**config.mk**
```make
export PLATFORM = sky130hd
export DESIGN_NAME = bst_tap
export DESIGN_NICKNAME = d
export VERILOG_FILES = /design/src/rtl/bst_tap.v
export VERILOG_INCLUDE_DIRS = /design/src /design/src/common
export SDC_FILE = /design/constraint.sdc
export NUM_CORES = 1
export LEC_CHECK = 0
export BUFFER_PORTS_ARGS = -buffer_cell sky130_fd_sc_hd__buf_4
export CAP_MARGIN = 25
export CORE_MARGIN = 4
export CORE_UTILIZATION = 30
export CTS_CLUSTER_DIAMETER = 50
export DETAILED_ROUTE_END_ITERATION = 16
export PLACE_DENSITY = 0.55
export SYNTH_ARGS = -nofsm -noshare
export SYNTH_HDL_FRONTEND = slang
export SYNTH_HIERARCHICAL = 1
export SYNTH_SLANG_ARGS = --single-unit
```
**constraint.sdc**
```tcl
create_clock -name MCLK -period 1.9 [get_ports MCLK]
set_input_delay 0.38 -clock MCLK [delete_from_list [all_inputs] [get_ports MCLK]]
set_output_delay 0.38 -clock MCLK [all_outputs]
set_load 0.01 [all_outputs]
```
**src/common/bst_defines.vh**
```
// Purpose: constants for the boundary-scan test port controller
// Assumes: 3-bit instruction register
// Notes: state codes are one-hot, index positions below
`ifndef BST_DEFINES_VH
`define BST_DEFINES_VH
`define BST_IR_W 3
`define BST_IR_CAPTURE 3'h1
`define BST_OP_EXTEST 3'h0
`define BST_OP_IDCODE 3'h1
`define BST_OP_SAMPLE 3'h2
`define BST_OP_CLAMP 3'h3
`define BST_OP_HIGHZ 3'h4
`define BST_OP_BYPASS 3'h7
`define BST_ID_W 32
`define BST_ST_TLR 0
`define BST_ST_RTI 1
`define BST_ST_SDR 2
`define BST_ST_CDR 3
`define BST_ST_SHDR 4
`define BST_ST_E1DR 5
`define BST_ST_PDR 6
`define BST_ST_E2DR 7
`define BST_ST_UDR 8
`define BST_ST_SIR 9
`define BST_ST_CIR 10
`define BST_ST_SHIR 11
`define BST_ST_E1IR 12
`define BST_ST_PIR 13
`define BST_ST_E2IR 14
`define BST_ST_UIR 15
`define BST_ST_N 16
`define BST_RST_TCK 1'b0
`define BST_RST_TMS 1'b1
`define BST_RST_TDI 1'b0
`define BST_RST_TRSTN 1'b1
`endif

```
**src/rtl/bst_tap.v**
```verilog
// Purpose: boundary-scan test access port controller
// Assumes: test pins are asynchronous to MCLK and far slower than it
// Notes: test clock edges are found by sampling on MCLK
// Function
// - State advances only on test clock rising edges, using mode-select.
// - Test reset release leaves reset state with identify instruction.
// - Five clocks with mode-select high reach the reset state.
// - In reset state no test override reaches system logic.
// - Idle and select states hold all scan registers.
// - Select-DR goes to Capture-DR on low, Select-IR on high.
// - Capture-DR loads selected register; then Shift-DR or Exit1-DR.
// - Shift-DR shifts selected register toward output; others hold.
// - Exit1-DR goes to Update-DR on high, Pause-DR on low.
// - Pause-DR holds; leaves to Exit2-DR on high.
// - Exit2-DR goes to Update-DR on high, Shift-DR on low.
// - Update-DR falling edge copies shift path to output latches.
// - Update states go to Idle on low, Select-DR on high.
// - Select-IR goes to Capture-IR on low, reset on high.
// - Capture-IR loads 001; then Exit1-IR on high, Shift-IR on low.
// - Shift-IR shifts instruction register; high moves to Exit1-IR.
// - Exit1-IR goes to Pause-IR on low, Update-IR on high.
// - Pause-IR halts shifting; leaves to Exit2-IR on high.
// - Exit2-IR goes to Update-IR on high, Shift-IR on low.
// - Update-IR falling edge latches instruction as current one.
// - Decode all six instructions; provide bypass, boundary, identify.
// - Port has clock, data in, data out, mode-select, reset.
// - Instruction register is 3-bit shift with latched output.
// - Codes decode as listed; 101 and 110 select bypass.
// - Bypass routes data in to out through one bit.
`timescale 1ns/1ps
`include "bst_defines.vh"
module bst_tap #(
  parameter BSR_W = 8,
  parameter [`BST_ID_W-1:0] ID_CODE = 32'h0000_0001
) (
  // Clock and reset
  input wire MCLK,
  input wire RST,
  // Test port pins
  input wire TEST_CLOCK_PIN,
  input wire TEST_MODE_SELECT_PIN,
  input wire TEST_DATA_IN_PIN,
  input wire TEST_RESET_N_PIN,
  output reg TEST_DATA_OUT_PIN,
  output reg TEST_DATA_OUT_OE,
  // Boundary cells toward the pads
  input wire [BSR_W-1:0] PAD_IN,
  input wire [BSR_W-1:0] SYS_OUT,
  output wire [BSR_W-1:0] PAD_OUT,
  output wire PAD_HIGHZ,
  // Latched current instruction code
  output wire [`BST_IR_W-1:0] INSTR
);
  // ********************
  // Pin synchronisers
  // ********************
  // Pins are asynchronous; two flops per pin before any logic
  wire tck;
  wire tms;
  wire tdi;
  wire trst_n;
  reg tck_d_r;
  bst_sync2 #(.RST_VAL(`BST_RST_TCK)) u_sync_tck (
    .clk(MCLK),
    .rst(RST),
    .din(TEST_CLOCK_PIN),
    .dout(tck)
  );
  bst_sync2 #(.RST_VAL(`BST_RST_TMS)) u_sync_tms (
    .clk(MCLK),
    .rst(RST),
    .din(TEST_MODE_SELECT_PIN),
    .dout(tms)
  );
  bst_sync2 #(.RST_VAL(`BST_RST_TDI)) u_sync_tdi (
    .clk(MCLK),
    .rst(RST),
    .din(TEST_DATA_IN_PIN),
    .dout(tdi)
  );
  bst_sync2 #(.RST_VAL(`BST_RST_TRSTN)) u_sync_trst (
    .clk(MCLK),
    .rst(RST),
    .din(TEST_RESET_N_PIN),
    .dout(trst_n)
  );
  // Reset level equals idle clock level, so no false edge after reset
  always @(posedge MCLK) begin
    if (RST) begin
      tck_d_r <= `BST_RST_TCK;
    end else begin
      tck_d_r <= tck;
    end
  end
  // Edges are late by three system clocks; phases must outlast that
  // edge detection
  wire rise = tck & ~tck_d_r;
  wire fall = ~tck & tck_d_r;

  // ********************
  // Controller state
  // ********************
  reg [`BST_ST_N-1:0] st_r;
  reg [`BST_ST_N-1:0] st_nxt;
  always @* begin
    st_nxt = {`BST_ST_N{1'b0}};
    case (1'b1)
      st_r[`BST_ST_TLR]: st_nxt[tms ? `BST_ST_TLR : `BST_ST_RTI] = 1'b1;
      st_r[`BST_ST_RTI]: st_nxt[tms ? `BST_ST_SDR : `BST_ST_RTI] = 1'b1;
      st_r[`BST_ST_SDR]: st_nxt[tms ? `BST_ST_SIR : `BST_ST_CDR] = 1'b1;
      st_r[`BST_ST_CDR]: st_nxt[tms ? `BST_ST_E1DR : `BST_ST_SHDR] = 1'b1;
      st_r[`BST_ST_SHDR]: st_nxt[tms ? `BST_ST_E1DR : `BST_ST_SHDR] = 1'b1;
      st_r[`BST_ST_E1DR]: st_nxt[tms ? `BST_ST_UDR : `BST_ST_PDR] = 1'b1;
      st_r[`BST_ST_PDR]: st_nxt[tms ? `BST_ST_E2DR : `BST_ST_PDR] = 1'b1;
      st_r[`BST_ST_E2DR]: st_nxt[tms ? `BST_ST_UDR : `BST_ST_SHDR] = 1'b1;
      st_r[`BST_ST_UDR]: st_nxt[tms ? `BST_ST_SDR : `BST_ST_RTI] = 1'b1;
      st_r[`BST_ST_UIR]: st_nxt[tms ? `BST_ST_SDR : `BST_ST_RTI] = 1'b1;
      st_r[`BST_ST_SIR]: st_nxt[tms ? `BST_ST_TLR : `BST_ST_CIR] = 1'b1;
      st_r[`BST_ST_CIR]: st_nxt[tms ? `BST_ST_E1IR : `BST_ST_SHIR] = 1'b1;
      st_r[`BST_ST_SHIR]: st_nxt[tms ? `BST_ST_E1IR : `BST_ST_SHIR] = 1'b1;
      st_r[`BST_ST_E1IR]: st_nxt[tms ? `BST_ST_UIR : `BST_ST_PIR] = 1'b1;
      st_r[`BST_ST_PIR]: st_nxt[tms ? `BST_ST_E2IR : `BST_ST_PIR] = 1'b1;
      st_r[`BST_ST_E2IR]: st_nxt[tms ? `BST_ST_UIR : `BST_ST_SHIR] = 1'b1;
      default: st_nxt[`BST_ST_TLR] = 1'b1;
    endcase
  end
  // five high edges end in reset via the table above
  always @(posedge MCLK) begin
    if (RST) begin
      st_r <= {{(`BST_ST_N-1){1'b0}}, 1'b1};
    end else if (!trst_n) begin
      // held in reset while the pin is low
      st_r <= {{(`BST_ST_N-1){1'b0}}, 1'b1};
    end else if (rise) begin
      st_r <= st_nxt;
    end
  end

  // ********************
  // Instruction register
  // ********************
  reg [`BST_IR_W-1:0] ir_sh_r;
  reg [`BST_IR_W-1:0] ir_r;
  always @(posedge MCLK) begin
    if (RST) begin
      ir_sh_r <= `BST_IR_CAPTURE;
      ir_r <= `BST_OP_IDCODE;
    end else if (!trst_n || st_r[`BST_ST_TLR]) begin
      ir_r <= `BST_OP_IDCODE;
    end else if (rise && st_r[`BST_ST_CIR]) begin
      ir_sh_r <= `BST_IR_CAPTURE;
    end else if (rise && st_r[`BST_ST_SHIR]) begin
      ir_sh_r <= {tdi, ir_sh_r[`BST_IR_W-1:1]};
    end else if (fall && st_r[`BST_ST_UIR]) begin
      ir_r <= ir_sh_r;
    end
  end
  assign INSTR = ir_r;

  // ********************
  // Instruction decode
  // ********************
  // code table
  wire sel_bsr = (ir_r == `BST_OP_EXTEST) || (ir_r == `BST_OP_SAMPLE);
  wire sel_id = (ir_r == `BST_OP_IDCODE);
  wire sel_byp = ~sel_bsr & ~sel_id;

  // ********************
  // Data registers
  // ********************
  reg byp_r;
  reg [`BST_ID_W-1:0] id_r;
  reg [BSR_W-1:0] bsr_r;
  reg [BSR_W-1:0] bsr_upd_r;
  wire cap = rise & st_r[`BST_ST_CDR];
  wire shf = rise & st_r[`BST_ST_SHDR];
  // Exit edge out of Shift-DR still shifts, as the graph demands
  // only capture or shift edges change them
  always @(posedge MCLK) begin
    if (RST) begin
      byp_r <= 1'b0;
      id_r <= {`BST_ID_W{1'b0}};
      bsr_r <= {BSR_W{1'b0}};
    end else begin
      if (cap && sel_byp)
        byp_r <= 1'b0;
      else if (shf && sel_byp)
        byp_r <= tdi;
      if (cap && sel_id)
        id_r <= ID_CODE;
      else if (shf && sel_id)
        id_r <= {tdi, id_r[`BST_ID_W-1:1]};
      if (cap && sel_bsr)
        bsr_r <= PAD_IN;
      else if (shf && sel_bsr)
        bsr_r <= {tdi, bsr_r[BSR_W-1:1]};
    end
  end
  always @(posedge MCLK) begin
    if (RST)
      bsr_upd_r <= {BSR_W{1'b0}};
    else if (fall && st_r[`BST_ST_UDR] && sel_bsr)
      bsr_upd_r <= bsr_r;
  end

  // ********************
  // Pad override
  // ********************
  // Instruction only lives past reset, so reset state means no override
  // normal pads in reset
  wire ovr = ~st_r[`BST_ST_TLR] &
    ((ir_r == `BST_OP_EXTEST) || (ir_r == `BST_OP_CLAMP));
  assign PAD_OUT = ovr ? bsr_upd_r : SYS_OUT;
  assign PAD_HIGHZ = ~st_r[`BST_ST_TLR] & (ir_r == `BST_OP_HIGHZ);

  // ********************
  // Serial output
  // ********************
  reg so;
  always @* begin
    if (st_r[`BST_ST_SHIR])
      so = ir_sh_r[0];
    else if (sel_id)
      so = id_r[0];
    else if (sel_bsr)
      so = bsr_r[0];
    else
      so = byp_r;
  end
  // falling-edge output, driven only while shifting
  always @(posedge MCLK) begin
    if (RST) begin
      TEST_DATA_OUT_PIN <= 1'b0;
      TEST_DATA_OUT_OE <= 1'b0;
    end else if (fall) begin
      TEST_DATA_OUT_PIN <= so;
      TEST_DATA_OUT_OE <= st_r[`BST_ST_SHDR] | st_r[`BST_ST_SHIR];
    end
  end
endmodule // bst_tap

// ********************
// Two-flop synchroniser
// ********************
module bst_sync2 #(
  parameter [0:0] RST_VAL = 1'b0
) (
  // Clock and reset
  input wire clk,
  input wire rst,
  // Pin level and its synced copy
  input wire din,
  output reg dout
);
  // First stage may be metastable; only dout is read outside
  reg meta_r;
  always @(posedge clk) begin
    if (rst) begin
      meta_r <= RST_VAL;
      dout <= RST_VAL;
    end else begin
      meta_r <= din;
      dout <= meta_r;
    end
  end
endmodule // bst_sync2

```
==> results of run 1 <==
-- per-layer routing --
metal	track usage	up-vias	part of all wire
met5	0	-	0
met1	0.160	1274	0.49
met2	0.192	51	0.45
met4	0.0577	0	0.020
met3	0.0239	10	0.041
li1	-	1440	-
-- flip-flops by register name (all words and copies together), names as in the netlist, 3 cells and up --
signal and count:
st_r 16, bsr_r 8, id_r 32, INSTR 3
ir_sh_r 3, bsr_upd_r 8
-- worst max-delay path: cells and delay by family (launching register included) --
kind                      cells  cell delay [ns]
and+or+nand+nor               1             0.40
DFF                           1             0.34
muxes                         1             0.29
xor gates and xnor gates      1             0.15
buffers and inverters         1             0.14
-- worst max path at each step --
stage                                from    endpoint  slack (ns)  cells after the start
floorplan           INSTR[1]$_SDFFE_PP0P_  PAD_OUT[0]        0.03                      5
global placement    INSTR[0]$_SDFFE_PP1P_  PAD_OUT[4]         0.1                      4
detailed placement  INSTR[0]$_SDFFE_PP1P_  PAD_OUT[7]        0.07                      4
CTS                 INSTR[0]$_SDFFE_PP1P_  PAD_OUT[5]       -0.19                      4
global route        INSTR[0]$_SDFFE_PP1P_  PAD_OUT[3]       -0.25                      4
finish              INSTR[0]$_SDFFE_PP1P_  PAD_OUT[5]       -0.16                      4
-- cells by family after synthesis --
| family | Yosys count | synth area share |
|---|---|---|
| buf+inv | 34 | 0.0389 |
| flops | 82 | 0.490 |
| simple gates | 175 | 0.243 |
| compound gates | 86 | 0.162 |
| xor+xnor | 1 | 0.00262 |
| mux | 20 | 0.0628 |
-- cells in the final DEF, fill, tap and decap left out, types with 3 or more instances in the layout --
cell type,count
nand3_1,3
clkinvlp_4,3
nand2_1,80
a21oi_1,40
nand2b_1,4
dfxtp_1,81
a211oi_1,3
clkbuf_8,9
buf_4,53
mux2_2,8
a31oi_1,3
nor3_1,8
inv_1,5
nor2_1,45
a2bb2oi_1,6
a311oi_1,3
mux2i_1,12
or2_1,4
nor2b_1,11
o22ai_1,9
nand4_1,4
o21ai_0,7
a32oi_1,4
-- where the power goes --
group	internal, mW	switching [mW]
logic	0.0737	0.0702
registers	1.73	0.0112
clock network	0.486	0.668
total	2.29	0.749
-- layout make-up --
cell class | instances | area share
flip-flops and latches | 82 | 0.407
clock buffers | 10 | 0.0316
multi-input cells | 282 | 0.393
repair buffers | 55 | 0.108
clock inverters | 6 | 0.0121
well taps | 140 | 0.0434
inverters | 5 | 0.00465
-- through the flow --
stage | power (mW) | TNS, ns
after global routing | 3.18 | -1.87
after CTS | 3.09 | -1.49
after global placement | 1.93 | 0
final | 3.04 | -1.27
after floorplan | 1.85 | 0
after detailed placement | 1.93 | 0
-- what timing repair did --
item,in CTS,in global routing
gates resized for setup,2,1
hold buffers,0,0
gates cloned,0,0
setup endpoints to repair,8,9
pin swaps,0,0
==> impl_metrics.toml, run 1 <==
[detailed_routing]
drc = 0
routed_wl_mm = 7.46
wire_per_inst_um = 12.9
vias_per_cell = 4.78
drtAntennaViolNets = 0
drtIter0Drc = 181
dr.pass1.iters = 4
routed-via-count = 2775

[setup_path]
r2r_end = "st_r[14]$_SDFFE_PP0P_"
r2r_start = "st_r[0]$_SDFFE_PP1P_"
path_cells = "xor2_1, or3_4, mux2_2, buf_4"
crit_path_max_incr_delay_ns = 0.40
crit_path_top_delay_cell = "or3_4"
r2r_cells = 5
required_ns = 1.52
worstPathMaxFanout = 8
cp-end-kind = "output pin"
cp-start-kind = "flip-flop"
reg2reg_setup_slack_ns = 0.17
path_class = "reg -> out"
arrival_ns = 1.68

[hold_path]
hold_class = "in -> reg"
holdPathStages = 2
hold_end = "u_sync_tms/meta_r$_SDFF_PP1_"
min_from = "TEST_MODE_SELECT_PIN"

[final_layout]
area_growth_pct = 20.6
final_nets = 457
design_area_um2 = 4040
final_util = 0.371
diodes = 0
stdcell_count = 580
multi_input_area_um2 = 1590
n_fill_cell = 1117
drive_gt1_frac = 0.202
register_area_um2 = 1640

[synthesis]
syn-cell-area_um2 = 3350
synth_area_leader_cell = "dfxtp_1"
yosys.area.top_type_share = 0.490
synth_edf_count = 0
synthTopCellsByCount = "82 x dfxtp_1, 80 x nand2_1, 45 x nor2_1"
yosysWarnings = 6
synth.avg_cell_area_um2 = 8.41
synth_most_common_cell = "dfxtp_1"
ys.flop_type = "dfxtp_1"
yosysUniqueCellTypes = 45
synth_seq_cells = 82
synthCells = 398
yosys-top-cells-area = "dfxtp_1 49%, nand2_1 9.0%, a21oi_1 6.0%"
syn_nets = 420
async_flop_share = 0
ys_seq_area_frac = 0.490

[clock_tree]
cts_max_level = 3
numCtsBuffers = 9
cts_tree = "built"
clock-sinks = 82
root_buffer = "clkbuf_8"
cts_buffer_depth = 2
post_cts_buffers = 0
path_clk_slew_ns = 0.09
clk_latency_ns = 0.35

[placement]
placed_area_um2 = 3850
place_ws_ns = 0.0709
dp_hpwl_mm = 5.10
io_buffer_count = 35
place.detailed.instances = 564
globalplace.congestion = 0.748

[timing]
fin_worst_skew_ns = 0.0120
relSlewSlack = 0.638
tightest_slew_ns = 0.542
rsz0062_at_grt = "true"
final.period_utilization = 1.09
slew_viol_final = 0
fmax_mhz = 485
setup_slack_ns = -0.162
setup_viol = 8
hold_ws_ns = 0.211
period_needed_ns = 2.06
final_hold_viol_count = 0

[die]
ios = 36
start_util = 0.307
die_h_um = 114
die_w_um = 114
num_rows = 38
core_um2 = 10900
die-area_um2 = 12900

[status]
status = "finished, violations left"
violations = "negative setup slack"

[global_routing]
grt_pass1_wl_mm = 12.6
grtUsageTotal = 0.122
grt_pass1_vias = 2634
grt_start_max_net_pins = 33
overflow = 0
antenna_found_initial = 0

[flow_run]
drv_cap = 0

[power]
leakagePower_nw = 1.50
power.density_nw_per_um2 = 753
irDropWorstVdd_uv = 301
(Power assumes the default switching activity.)
==> inputs of run 2 (changes only) <==
- CORE_UTILIZATION: 30 -> 45
- PLACE_DENSITY: 0.55 -> 0.73
- SYNTH_HIERARCHICAL: 1 -> default
==> impl_metrics.toml, run 2 <==
[status]
status = "finished, violations left"
violations = "negative setup slack"

[clock_tree]
root_buffer = "clkbuf_8"
numCtsBuffers = 9
cts_tree = "built"
cts_buffer_depth = 2
post_cts_buffers = 0
clock-sinks = 82
path_clk_slew_ns = 0.09
cts_max_level = 3
clk_latency_ns = 0.35
holdBufCountCts = 0

[final_layout]
area_growth_pct = 19.4
design_area_um2 = 4000
top_register = "id_r"
mostFrequentLayoutCell = "dfxtp_1"
drive_gt1_frac = 0.217
final_nets = 459
largest_registers = "id_r x32, st_r x16"
largest_reg_flops = 32
diodes = 0
n_fill_cell = 670
layout_common_cells = "81 x dfxtp_1, 80 x nand2_1, 56 x buf_4"

[timing]
fmax_mhz = 488
rsz0062_at_grt = "true"
period_needed_ns = 2.05
fin_worst_skew_ns = 0.0133
tightest_slew_ns = 0.483
setup_slack_ns = -0.149
final_hold_viol_count = 0
relSlewSlack = 0.677
setup_viol = 8
final.period_utilization = 1.08
hold_ws_ns = 0.221
slew_viol_final = 0

[power]
power.density_nw_per_um2 = 759
leakagePower_nw = 1.52
irDropWorstVdd_uv = 477

[synthesis]
yosysUniqueCellTypes = 44
yosys.area.top_type_share = 0.490
yosys-top-cells-area = "dfxtp_1 49%, nand2_1 9.0%, a21oi_1 6.0%"
ys_seq_area_frac = 0.490
syn_nets = 420
syn-cell-area_um2 = 3350
synth.avg_cell_area_um2 = 8.41
synth_edf_count = 0
yosysWarnings = 0
async_flop_share = 0
synthCells = 398
synth_seq_cells = 82
ys.flop_type = "dfxtp_1"
synth_area_leader_cell = "dfxtp_1"
synthTopCellsByCount = "82 x dfxtp_1, 80 x nand2_1, 45 x nor2_1"
synth_most_common_cell = "dfxtp_1"

[global_routing]
grt_use_met3 = 0.0345
overflow = 0
use_met2 = 0.276
grt_start_max_net_pins = 32
antenna_found_initial = 0
grt_busiest_layer = "met2"
grt_pass1_wl_mm = 11.9
grtUsageTotal = 0.167
globalRouteMet1Util = 0.210
grt_pass1_vias = 2681

[detailed_routing]
dr.pass1.iters = 4
routed-via-count = 2848
wire_per_inst_um = 12.8
drtAntennaViolNets = 0
routed_wl_mm = 6.95
drc = 0
vias_per_cell = 5.26
drtIter0Drc = 168

[setup_path]
cp-end-kind = "output pin"
reg2reg_setup_slack_ns = 0.15
required_ns = 1.52
worstPathMaxFanout = 8
path_class = "reg -> out"
arrival_ns = 1.67
cp-start-kind = "flip-flop"

[hold_path]
hold_class = "in -> reg"

[placement]
placed_area_um2 = 3800
io_buffer_count = 35
dp_hpwl_mm = 4.83
globalplace.congestion = 0.806

[die]
die-area_um2 = 8880
die_h_um = 94.2
num_rows = 31
ios = 36
start_util = 0.461
core_um2 = 7250
die_w_um = 94.2

[flow_run]
drv_cap = 0
## run 2: cell types whose count changed in the layout (fill, tap and decap cells not counted), sizes merged
cell	change
clkinvlp	-2
buf	+2
clkinv	+2
## run 2: path summary, 6_finish.rpt
path / from / to / cells past startpoint
worst min-delay path: TEST_MODE_SELECT_PIN / u_sync_tms.meta_r$_SDFF_PP1_ / 2
worst max register to register: st_r[11]$_SDFFE_PP0P_ / ir_sh_r[0]$_SDFFE_PP1P_ / 4
worst max-delay path: INSTR[0]$_SDFFE_PP1P_ / PAD_OUT[5] / 4
worst min register to register: u_sync_trst.meta_r$_SDFF_PP1_ / u_sync_trst.dout$_SDFF_PP1_ / 1
## run 2: where the power goes
part           internal [mW]  total, mW  switching, mW
Combinational         0.0715      0.138         0.0663
Sequential              1.73       1.74         0.0111
Clock                  0.521       1.16          0.634
Total                   2.32       3.03          0.712
## run 2: per-layer routing
| metal | wire length (µm) | vias up | part of all wire |
|---|---|---|---|
| li1 | - | 1442 | - |
| met1 | 3170 | 1333 | 0.46 |
| met2 | 3330 | 60 | 0.48 |
| met3 | 315 | 13 | 0.045 |
| met4 | 127 | 0 | 0.018 |
| met5 | 0 | - | 0 |
## run 2: cell families after synthesis
| family | Yosys count | synth area share |
|---|---|---|
| AND/OR/NAND/NOR | 175 | 0.243 |
| multiplexers | 20 | 0.0628 |
| AO/OA/AOI/OAI | 86 | 0.162 |
| buffers and inverters | 34 | 0.0389 |
| flip-flops | 82 | 0.490 |
| XOR/XNOR | 1 | 0.00262 |
## run 2: area by class of cell
type	instances	area (µm²)	share of cell area
clock inverters	6	47.5	0.0119
flip-flops and latches	82	1640	0.411
inverters	5	18.8	0.00469
well taps	99	124	0.0310
multi-input cells	282	1590	0.397
repair buffers	57	440	0.110
clock buffers	10	138	0.0344
## run 2: repair_timing
item,in CTS,in global routing
pin swaps,0,0
resized for setup,3,0
gates cloned,0,0
endpoints found under the setup margin,9,8
hold endpoints to repair,0,0
## run 2: through the flow
stage	setup slack [ns]	util	cells	TNS [ns]	total power, mW
6_report	-0.149	0.551	541	-1.17	3.03
2_1_floorplan	0.0266	-	398	0	1.85
5_1_grt	-0.218	0.551	541	-1.62	3.16
3_3_place_gp	0.106	0.524	525	0	1.92
4_1_cts	-0.170	0.551	541	-1.32	3.08
3_5_place_dp	0.105	0.524	525	0	1.92
## run 2: worst max-delay path: stages (launching register included)
cell     delay (ns)
dfxtp_2        0.34
xor2_1         0.15
or3_4          0.40
mux2_2         0.29
buf_4          0.14
